`src/include/pfi_pkg.sv`:
```
`default_nettype none

package pfi_pkg;

    // ==========================================================
    // Register bus
    // ==========================================================
    localparam int ADDR_W = 8;
    localparam int DATA_W = 32;
    localparam logic [7:0] ADDR_CONTROL = 8'h00;
    localparam logic [7:0] ADDR_STATUS = 8'h04;
    localparam logic [7:0] ADDR_MASK = 8'h08;

    // ==========================================================
    // Interrupt control register fields
    // ==========================================================
    localparam int BIT_MODE_FLAG = 22;
    localparam int BIT_FAULT_FIRST_FLAG = 21;
    localparam int BIT_FAULT_SECOND_FLAG = 20;
    localparam int BIT_FAULT_COMBINED_FLAG = 19;
    localparam int BIT_INT_OUT = 16;
    localparam int BIT_AUTO_SWITCH_FLAG_CLEAR = 11;
    localparam int BIT_MODE_FLAG_GEN_EN = 10;
    localparam int BIT_MODE_IRQ_EN = 9;
    localparam int BIT_FAULT_FIRST_IRQ_EN = 8;
    localparam int BIT_FAULT_SECOND_IRQ_EN = 7;
    localparam int BIT_FAULT_COMBINED_IRQ_EN = 6;

    // Four sources, index 3 = mode switch down to 0 = fault combined
    localparam int NSRC = 4;
    localparam int SRC_LSB = 6;
    localparam int FLAG_LSB = 19;

    // ==========================================================
    // Reset values
    // ==========================================================
    localparam logic [3:0] RST_ENABLES = 4'h0;
    localparam logic RST_FLAG_GEN_EN = 1'b0;
    localparam logic RST_FLAG_CLEAR = 1'b0;
    localparam logic RST_MODE_FLAG = 1'b0;
    localparam logic [3:0] RST_STATUS = 4'h0;
    localparam logic [3:0] RST_MASK = 4'hF;
    localparam logic [31:0] RST_READ = 32'h0000_0000;

endpackage

`default_nettype wire

```
`src/include/pfi_irq_if.sv`:
```
`default_nettype none

interface pfi_irq_if;
    logic [3:0] src;
    logic status_clr;
    logic mask_wr;
    logic [3:0] wdata;
    logic [3:0] status;
    logic [3:0] mask;
    logic irq;

    modport ctrl (
        output src,
        output status_clr,
        output mask_wr,
        output wdata,
        input status,
        input mask,
        input irq
    );

    modport core (
        input src,
        input status_clr,
        input mask_wr,
        input wdata,
        output status,
        output mask,
        output irq
    );
endinterface

`default_nettype wire

```
`src/verilog/pfi_irq_core.sv`:
```
`default_nettype none

module pfi_irq_core (
    input wire logic clk,
    input wire logic rst_n,
    pfi_irq_if.core bus
);

    logic [3:0] status;
    logic [3:0] mask;

    // ==========================================================
    // Sticky status: a source held high sets its bit every cycle,
    // so a write-one-to-clear never wins over a live source
    // ==========================================================
    always_ff @(posedge clk or negedge rst_n)
    begin
        if (!rst_n)
        begin
            status <= pfi_pkg::RST_STATUS;
        end
        else
        begin
            status <= (status & ~({4{bus.status_clr}} & bus.wdata)) | bus.src;
        end
    end

    // ==========================================================
    // Mask
    // ==========================================================
    always_ff @(posedge clk or negedge rst_n)
    begin
        if (!rst_n)
        begin
            mask <= pfi_pkg::RST_MASK;
        end
        else if (bus.mask_wr)
        begin
            mask <= bus.wdata;
        end
    end

    assign bus.status = status;
    assign bus.mask = mask;
    assign bus.irq = |(status & mask); // [RQ7]

endmodule

`default_nettype wire

```
`src/verilog/pfi_irq_ctrl.sv`:
```
// Behaviour
// (RQ1) Bit 9 enables mode-switch flag interrupt, reset 0
// (RQ2) Bit 8 enables fault first interrupt, reset 0
// (RQ3) Bit 7 enables fault second interrupt, reset 0
// (RQ4) Bit 6 enables fault combined interrupt, reset 0
// (RQ5) Bit 16 reads interrupt output level
// (RQ6) Rising write on bit 11 clears mode flag; here an event in the same cycle with bit 10 set keeps the flag set
// (RQ7) Interrupt when any enabled flag is set; here only while its mask bit is also set
`default_nettype none

module pfi_irq_ctrl (
    input wire logic clk,
    input wire logic rst_n,
    input wire logic [7:0] addr,
    input wire logic [31:0] wdata,
    input wire logic wr,
    input wire logic rd,
    output logic [31:0] rdata,
    input wire logic mode_switch_event,
    input wire logic fault_first_flag,
    input wire logic fault_second_flag,
    input wire logic fault_combined_flag,
    output logic irq
);

    // ==========================================================
    // Address decode
    // ==========================================================
    function automatic logic hit(
        input logic [7:0] a,
        input logic [7:0] reg_addr
    );
        hit = (a == reg_addr);
    endfunction

    logic wr_control;
    logic wr_status;
    logic wr_mask;
    logic rd_mapped;

    assign wr_control = wr && hit(addr, pfi_pkg::ADDR_CONTROL);
    assign wr_status = wr && hit(addr, pfi_pkg::ADDR_STATUS);
    assign wr_mask = wr && hit(addr, pfi_pkg::ADDR_MASK);
    assign rd_mapped = hit(addr, pfi_pkg::ADDR_CONTROL)
        || hit(addr, pfi_pkg::ADDR_STATUS)
        || hit(addr, pfi_pkg::ADDR_MASK);

    // ==========================================================
    // Interrupt enables, bits 9 to 6
    // ==========================================================
    logic [3:0] irq_enable;
    logic mode_irq_enable;
    logic fault_first_irq_enable;
    logic fault_second_irq_enable;
    logic fault_combined_irq_enable;

    always_ff @(posedge clk or negedge rst_n)
    begin
        if (!rst_n)
        begin
            irq_enable <= pfi_pkg::RST_ENABLES; // [RQ1] [RQ2] [RQ3] [RQ4]
        end
        else if (wr_control)
        begin
            irq_enable <= wdata[pfi_pkg::SRC_LSB +: pfi_pkg::NSRC]; // [RQ1] [RQ2] [RQ3] [RQ4]
        end
    end

    assign mode_irq_enable = irq_enable[pfi_pkg::BIT_MODE_IRQ_EN - pfi_pkg::SRC_LSB];
    assign fault_first_irq_enable =
        irq_enable[pfi_pkg::BIT_FAULT_FIRST_IRQ_EN - pfi_pkg::SRC_LSB];
    assign fault_second_irq_enable =
        irq_enable[pfi_pkg::BIT_FAULT_SECOND_IRQ_EN - pfi_pkg::SRC_LSB];
    assign fault_combined_irq_enable =
        irq_enable[pfi_pkg::BIT_FAULT_COMBINED_IRQ_EN - pfi_pkg::SRC_LSB];

    // ==========================================================
    // Mode-switch flag generation enable, bit 10
    // ==========================================================
    logic mode_flag_gen_en;

    always_ff @(posedge clk or negedge rst_n)
    begin
        if (!rst_n)
        begin
            mode_flag_gen_en <= pfi_pkg::RST_FLAG_GEN_EN;
        end
        else if (wr_control)
        begin
            mode_flag_gen_en <= wdata[pfi_pkg::BIT_MODE_FLAG_GEN_EN];
        end
    end

    // ==========================================================
    // Flag clear control, bit 11
    // ==========================================================
    // Only a 0 to 1 change of the stored bit clears; writing 1 over 1
    // does nothing, so software must write 0 first.
    logic auto_switch_flag_clear;
    logic next_auto_switch_flag_clear;
    logic clear_edge;

    assign next_auto_switch_flag_clear = wdata[pfi_pkg::BIT_AUTO_SWITCH_FLAG_CLEAR];
    assign clear_edge = wr_control && next_auto_switch_flag_clear
        && !auto_switch_flag_clear; // [RQ6]

    always_ff @(posedge clk or negedge rst_n)
    begin
        if (!rst_n)
        begin
            auto_switch_flag_clear <= pfi_pkg::RST_FLAG_CLEAR;
        end
        else if (wr_control)
        begin
            auto_switch_flag_clear <= next_auto_switch_flag_clear;
        end
    end

    // ==========================================================
    // Mode-switch flag
    // ==========================================================
    // A new event in the clearing cycle wins while bit 10 is set, so it is not lost then.
    logic mode_switch_flag;

    always_ff @(posedge clk or negedge rst_n)
    begin
        if (!rst_n)
        begin
            mode_switch_flag <= pfi_pkg::RST_MODE_FLAG;
        end
        else if (mode_switch_event && mode_flag_gen_en)
        begin
            mode_switch_flag <= 1'b1;
        end
        else if (clear_edge)
        begin
            mode_switch_flag <= 1'b0; // [RQ6]
        end
    end

    // ==========================================================
    // Source gating and interrupt core
    // ==========================================================
    logic [3:0] flags;
    pfi_irq_if irq_bus ();

    assign flags = {mode_switch_flag, fault_first_flag, fault_second_flag,
        fault_combined_flag};

    genvar g;
    generate
        for (g = 0; g < pfi_pkg::NSRC; g++)
        begin : gen_src
            assign irq_bus.src[g] = flags[g] && irq_enable[g]; // [RQ7]
        end
    endgenerate

    assign irq_bus.status_clr = wr_status;
    assign irq_bus.mask_wr = wr_mask;
    assign irq_bus.wdata = wdata[pfi_pkg::SRC_LSB +: pfi_pkg::NSRC];

    pfi_irq_core u_core (
        .clk(clk),
        .rst_n(rst_n),
        .bus(irq_bus.core)
    );

    assign irq = irq_bus.irq; // [RQ7]

    // ==========================================================
    // Read data
    // ==========================================================
    // Reserved and unimplemented fields read as zero.
    logic [31:0] control_view;
    logic [31:0] status_view;
    logic [31:0] mask_view;
    logic [31:0] next_rdata;

    always_comb
    begin
        control_view = '0;
        control_view[pfi_pkg::BIT_MODE_FLAG] = mode_switch_flag;
        control_view[pfi_pkg::BIT_FAULT_FIRST_FLAG] = fault_first_flag;
        control_view[pfi_pkg::BIT_FAULT_SECOND_FLAG] = fault_second_flag;
        control_view[pfi_pkg::BIT_FAULT_COMBINED_FLAG] = fault_combined_flag;
        control_view[pfi_pkg::BIT_INT_OUT] = irq_bus.irq; // [RQ5]
        control_view[pfi_pkg::BIT_AUTO_SWITCH_FLAG_CLEAR] = auto_switch_flag_clear;
        control_view[pfi_pkg::BIT_MODE_FLAG_GEN_EN] = mode_flag_gen_en;
        control_view[pfi_pkg::BIT_MODE_IRQ_EN] = mode_irq_enable; // [RQ1]
        control_view[pfi_pkg::BIT_FAULT_FIRST_IRQ_EN] = fault_first_irq_enable; // [RQ2]
        control_view[pfi_pkg::BIT_FAULT_SECOND_IRQ_EN] = fault_second_irq_enable; // [RQ3]
        control_view[pfi_pkg::BIT_FAULT_COMBINED_IRQ_EN] = fault_combined_irq_enable; // [RQ4]
    end

    always_comb
    begin
        status_view = '0;
        mask_view = '0;
        status_view[pfi_pkg::SRC_LSB +: pfi_pkg::NSRC] = irq_bus.status;
        mask_view[pfi_pkg::SRC_LSB +: pfi_pkg::NSRC] = irq_bus.mask;
    end

    always_comb
    begin
        next_rdata = '0;
        if (rd && rd_mapped)
        begin
            if (hit(addr, pfi_pkg::ADDR_CONTROL))
            begin
                next_rdata = control_view;
            end
            else if (hit(addr, pfi_pkg::ADDR_STATUS))
            begin
                next_rdata = status_view;
            end
            else
            begin
                next_rdata = mask_view;
            end
        end
    end

    // Data stand only in the cycle after the read strobe.
    always_ff @(posedge clk or negedge rst_n)
    begin
        if (!rst_n)
        begin
            rdata <= pfi_pkg::RST_READ;
        end
        else
        begin
            rdata <= next_rdata;
        end
    end

endmodule

`default_nettype wire
```
`config.mk`:
```
export PLATFORM = sky130hd
export DESIGN_NAME = pfi_irq_ctrl
export DESIGN_NICKNAME = d
export VERILOG_FILES = /design/src/include/pfi_pkg.sv /design/src/include/pfi_irq_if.sv /design/src/verilog/pfi_irq_core.sv /design/src/verilog/pfi_irq_ctrl.sv
export SDC_FILE = /design/constraint.sdc
export NUM_CORES = 1
export LEC_CHECK = 0
export BUFFER_PORTS_ARGS = -buffer_cell sky130_fd_sc_hd__buf_2
export CAP_MARGIN = 20
export CORE_MARGIN = 5
export CORE_UTILIZATION = 38
export CTS_CLUSTER_DIAMETER = 40
export DETAILED_ROUTE_END_ITERATION = 8
export GPL_TIMING_DRIVEN = 0
export PLACE_DENSITY = 0.72
export SYNTH_ARGS = -nofsm -noshare
export SYNTH_HDL_FRONTEND = slang
export SYNTH_SLANG_ARGS = --single-unit
export TNS_END_PERCENT = 50
```
`constraint.sdc`:
```
create_clock -name clk -period 1.07 [get_ports clk]
set_clock_uncertainty 0.15 [all_clocks]
set_input_delay 0.214 -clock clk [delete_from_list [all_inputs] [get_ports clk]]
set_output_delay 0.214 -clock clk [all_outputs]
set_load 0.1 [all_outputs]
```
==> impl_metrics.env <==
export IMPL_outcome="complete, but fails checks"
export IMPL_violations="setup timing"
export IMPL_synth_area_leader_cell="dfrtp_1"
export IMPL_yosysSeqAreaShare_pct=49.2
export IMPL_crit_buf_inv=1
export IMPL_mostFrequentLayoutCells="25 x buf_4, 22 x dfrtp_1, 21 x conb_1"
export IMPL_grt_util_all_layers_pct=14.6
export IMPL_insertion_delay_ps=330
export IMPL_startpoint_type="flop"
export IMPL_post_dp_cell_area_um2=1660
export IMPL_vias=1027
export IMPL_cp_required_ps=710
export IMPL_period_needed_ps=1620
export IMPL_powerDensity_nw_per_um2=1250
export IMPL_critPathArrivalTime_ps=1260
export IMPL_stdcell_area_um2=2110
export IMPL_layout_commonest_cell="buf_4"
export IMPL_place_ws_ps=-691
export IMPL_pwr_share_clk_pct=25.7
export IMPL_switching_power_mw=0.915
export IMPL_diodes=0
export IMPL_period_share_pct=151
export IMPL_pwr_share_comb_pct=29.9
export IMPL_routed_wl_um=3400
export IMPL_regArea_um2=656
export IMPL_drv_cap=0
export IMPL_rr_worst_depth=4
export IMPL_core_area_um2=3360
export IMPL_hp_start="wdata[8]"
export IMPL_timing_fmax_mhz=617
export IMPL_avgRoutedWirePerCell_um=15.2
export IMPL_report_final_slew_viol_count=0
export IMPL_htree_levels=1
export IMPL_rsz0062_at_grt="true"
export IMPL_ios=81
export IMPL_area_delta_synth_final_pct=58.0
export IMPL_worstHoldPathType="input port to flop"
export IMPL_dp_hpwl_um=2220
export IMPL_rows=21
export IMPL_grt_pass1_wl_um=5660
export IMPL_crit_fanout=2
export IMPL_worstSetupEndpointType="output port"
export IMPL_cp_top_family="flip-flops"
export IMPL_grt_max_degree=27
export IMPL_cts_sinks=26
export IMPL_min_to="u_core.bus.mask[2]"
export IMPL_ys_types=24
export IMPL_clockRootBuffer="clkbuf_4"
export IMPL_reg2reg_slack_ps=-120
export IMPL_cts_buffers=3
export IMPL_reg2reg_from="u_core.bus.mask[2]"
export IMPL_nets=227
export IMPL_die_area_um2=4790
export IMPL_whs_ps=3.59
export IMPL_synth_top_cells_by_area="dfrtp_1 41%, buf_4 12%, mux2_2 8.4%"
export IMPL_post_route_drc_count=0
export IMPL_slowest_delay_ps=570
export IMPL_place_congestion=0.868
export IMPL_drtIter0Drc=50
export IMPL_critPathKind="flop to output port"
export IMPL_ant_nets=0
export IMPL_syn_area_um2=1330
export IMPL_port_buffers=33
export IMPL_synth_seq_cells=26
export IMPL_clockBufferDepth=2
export IMPL_overflow=0
export IMPL_drive_gt1_share_pct=57.3
export IMPL_switching_share_pct=34.7
export IMPL_ir_drop_mv=0.735
export IMPL_p_leak_nw=1.02
export IMPL_setup_viol=37
export IMPL_syn_avg_cell_area_um2=12.9
export IMPL_slowest_stage="dfstp_2"
export IMPL_cts_tree="done"
export IMPL_power_internal_mw=1.72
export IMPL_nFillCells=272
export IMPL_antenna_found_initial=0
export IMPL_min_path_cells=2
export IMPL_viasPerCell=4.58
export IMPL_grt_pass1_vias=1161
export IMPL_slew_headroom_pct=63.7
export IMPL_finalWorstSetupSlack_ps=-550
export IMPL_multiInputGateArea_um2=656
export IMPL_worstMarginPinSlew_ps=543
export IMPL_p_seq_share_pct=44.4
export IMPL_yosysTopAreaCellShare_pct=41.3
export IMPL_die_w_um=69.2
export IMPL_timing_rr_end="rdata[8]"
export IMPL_synth_cells=103
export IMPL_path_cells="a22oi_2 -> nand2_4 -> buf_12"
export IMPL_die_height_um=69.2
export IMPL_clk_pin_slew_ps=140
export IMPL_start_util_pct=39.7
export IMPL_hold_violations=0
export IMPL_drt_first_pass_iters=4
export IMPL_yosys_warnings=0
## flip-flops by register name, indices dropped and copies added, names as in the netlist
name	flops
irq_enable	4
mode_flag_gen_en	1
auto_switch_flag_clear	1
u_core.bus.status	4
u_core.bus.mask	4
mode_switch_flag	1
rdata	11
## final cells by class
cell class | instances | share of cell area (%)
Clock inverter | 1 | 1.43
Buffer | 24 | 8.97
Sequential cell | 26 | 31.1
Timing Repair Buffer | 51 | 23.6
Tap cell | 46 | 2.73
Clock buffer | 3 | 1.07
Multi-Input combinational cell | 73 | 31.1
## routing by layer
metal  up-vias  share of wire [%]  GRT usage [%]
met5         -                  0              0
met4         0                2.2           7.38
met3         7                5.7           3.62
met2        48                 51           25.4
met1       488                 41           16.5
li1        484                  -              -
## worst reg2reg max path, cell delays in order, from the launching register on
cell       delay, ps
dfstp_2          570
buf_4            120
mux2i_1           80
a2bb2oi_1        140
nor2_1            80
## power groups by stage
stage | Sequential, mW | Clock (mW) | Combinational [mW]
6_report | 1.17 | 0.676 | 0.787
2_1_floorplan | 1.16 | 0 | 0.583
4_1_cts | 1.16 | 0.682 | 0.765
5_1_grt | 1.18 | 0.716 | 0.829
3_5_place_dp | 1.18 | 0 | 0.688
3_3_place_gp | 1.18 | 0 | 0.676
## logic make-up after synthesis
family                 after synthesis  synth area share [%]
AOI/OAI and AO/OA                   11                  7.03
buffers and inverters               24                  13.3
muxes                               14                  11.4
and+or+nand+nor                     27                  18.8
DFF                                 26                  49.2
other                                1                 0.281
## worst max-delay path by stage
stage,end,startpoint,cells past startpoint,slack [ps]
after global routing,irq,u_core.bus.status[0],3,-590
after global placement,irq_enable[2],addr[6],4,-620
final,irq,u_core.bus.mask[2],3,-550
after detailed placement,u_core.bus.mask[0],addr[6],4,-690
after CTS,irq,u_core.bus.mask[2],3,-550
after floorplan,auto_switch_flag_clear,addr[6],3,-350
## stage by stage
stage	instances	util [%]	setup TNS, ps	power, mW
after detailed placement	202	49.2	-15970	1.87
after global placement	202	49.2	-14500	1.85
final	224	62.6	-6270	2.63
after global routing	224	62.6	-7780	2.72
after floorplan	123	-	-9410	1.74
after CTS	222	60.6	-4770	2.61
## cell usage after synthesis
master / instances
dfrtp_1: 22
buf_4: 21
mux2_2: 10
a22o_1: 5
nand4_1: 5
nor2_1: 5
nor4b_2: 5
a2bb2oi_1: 4
dfstp_2: 4
mux2i_1: 4
nor2b_1: 3
a22oi_1: 2
nand3_2: 2
and2_1: 1
buf_1: 1
buf_2: 1
buf_6: 1
conb_1: 1
nand2_1: 1
nand4_2: 1
nor3_2: 1
nor4_4: 1
nor4b_1: 1
nor4b_4: 1
## repair_timing
item | CTS | global route
buffers inserted | 8 | 2
pin swaps | 6 | 3
gates resized for setup | 50 | 11
endpoints found under the setup margin | 38 | 43
hold endpoints to repair | 30 | 0
hold buffers | 8 | 0
Power figures use the tool's default switching activity.
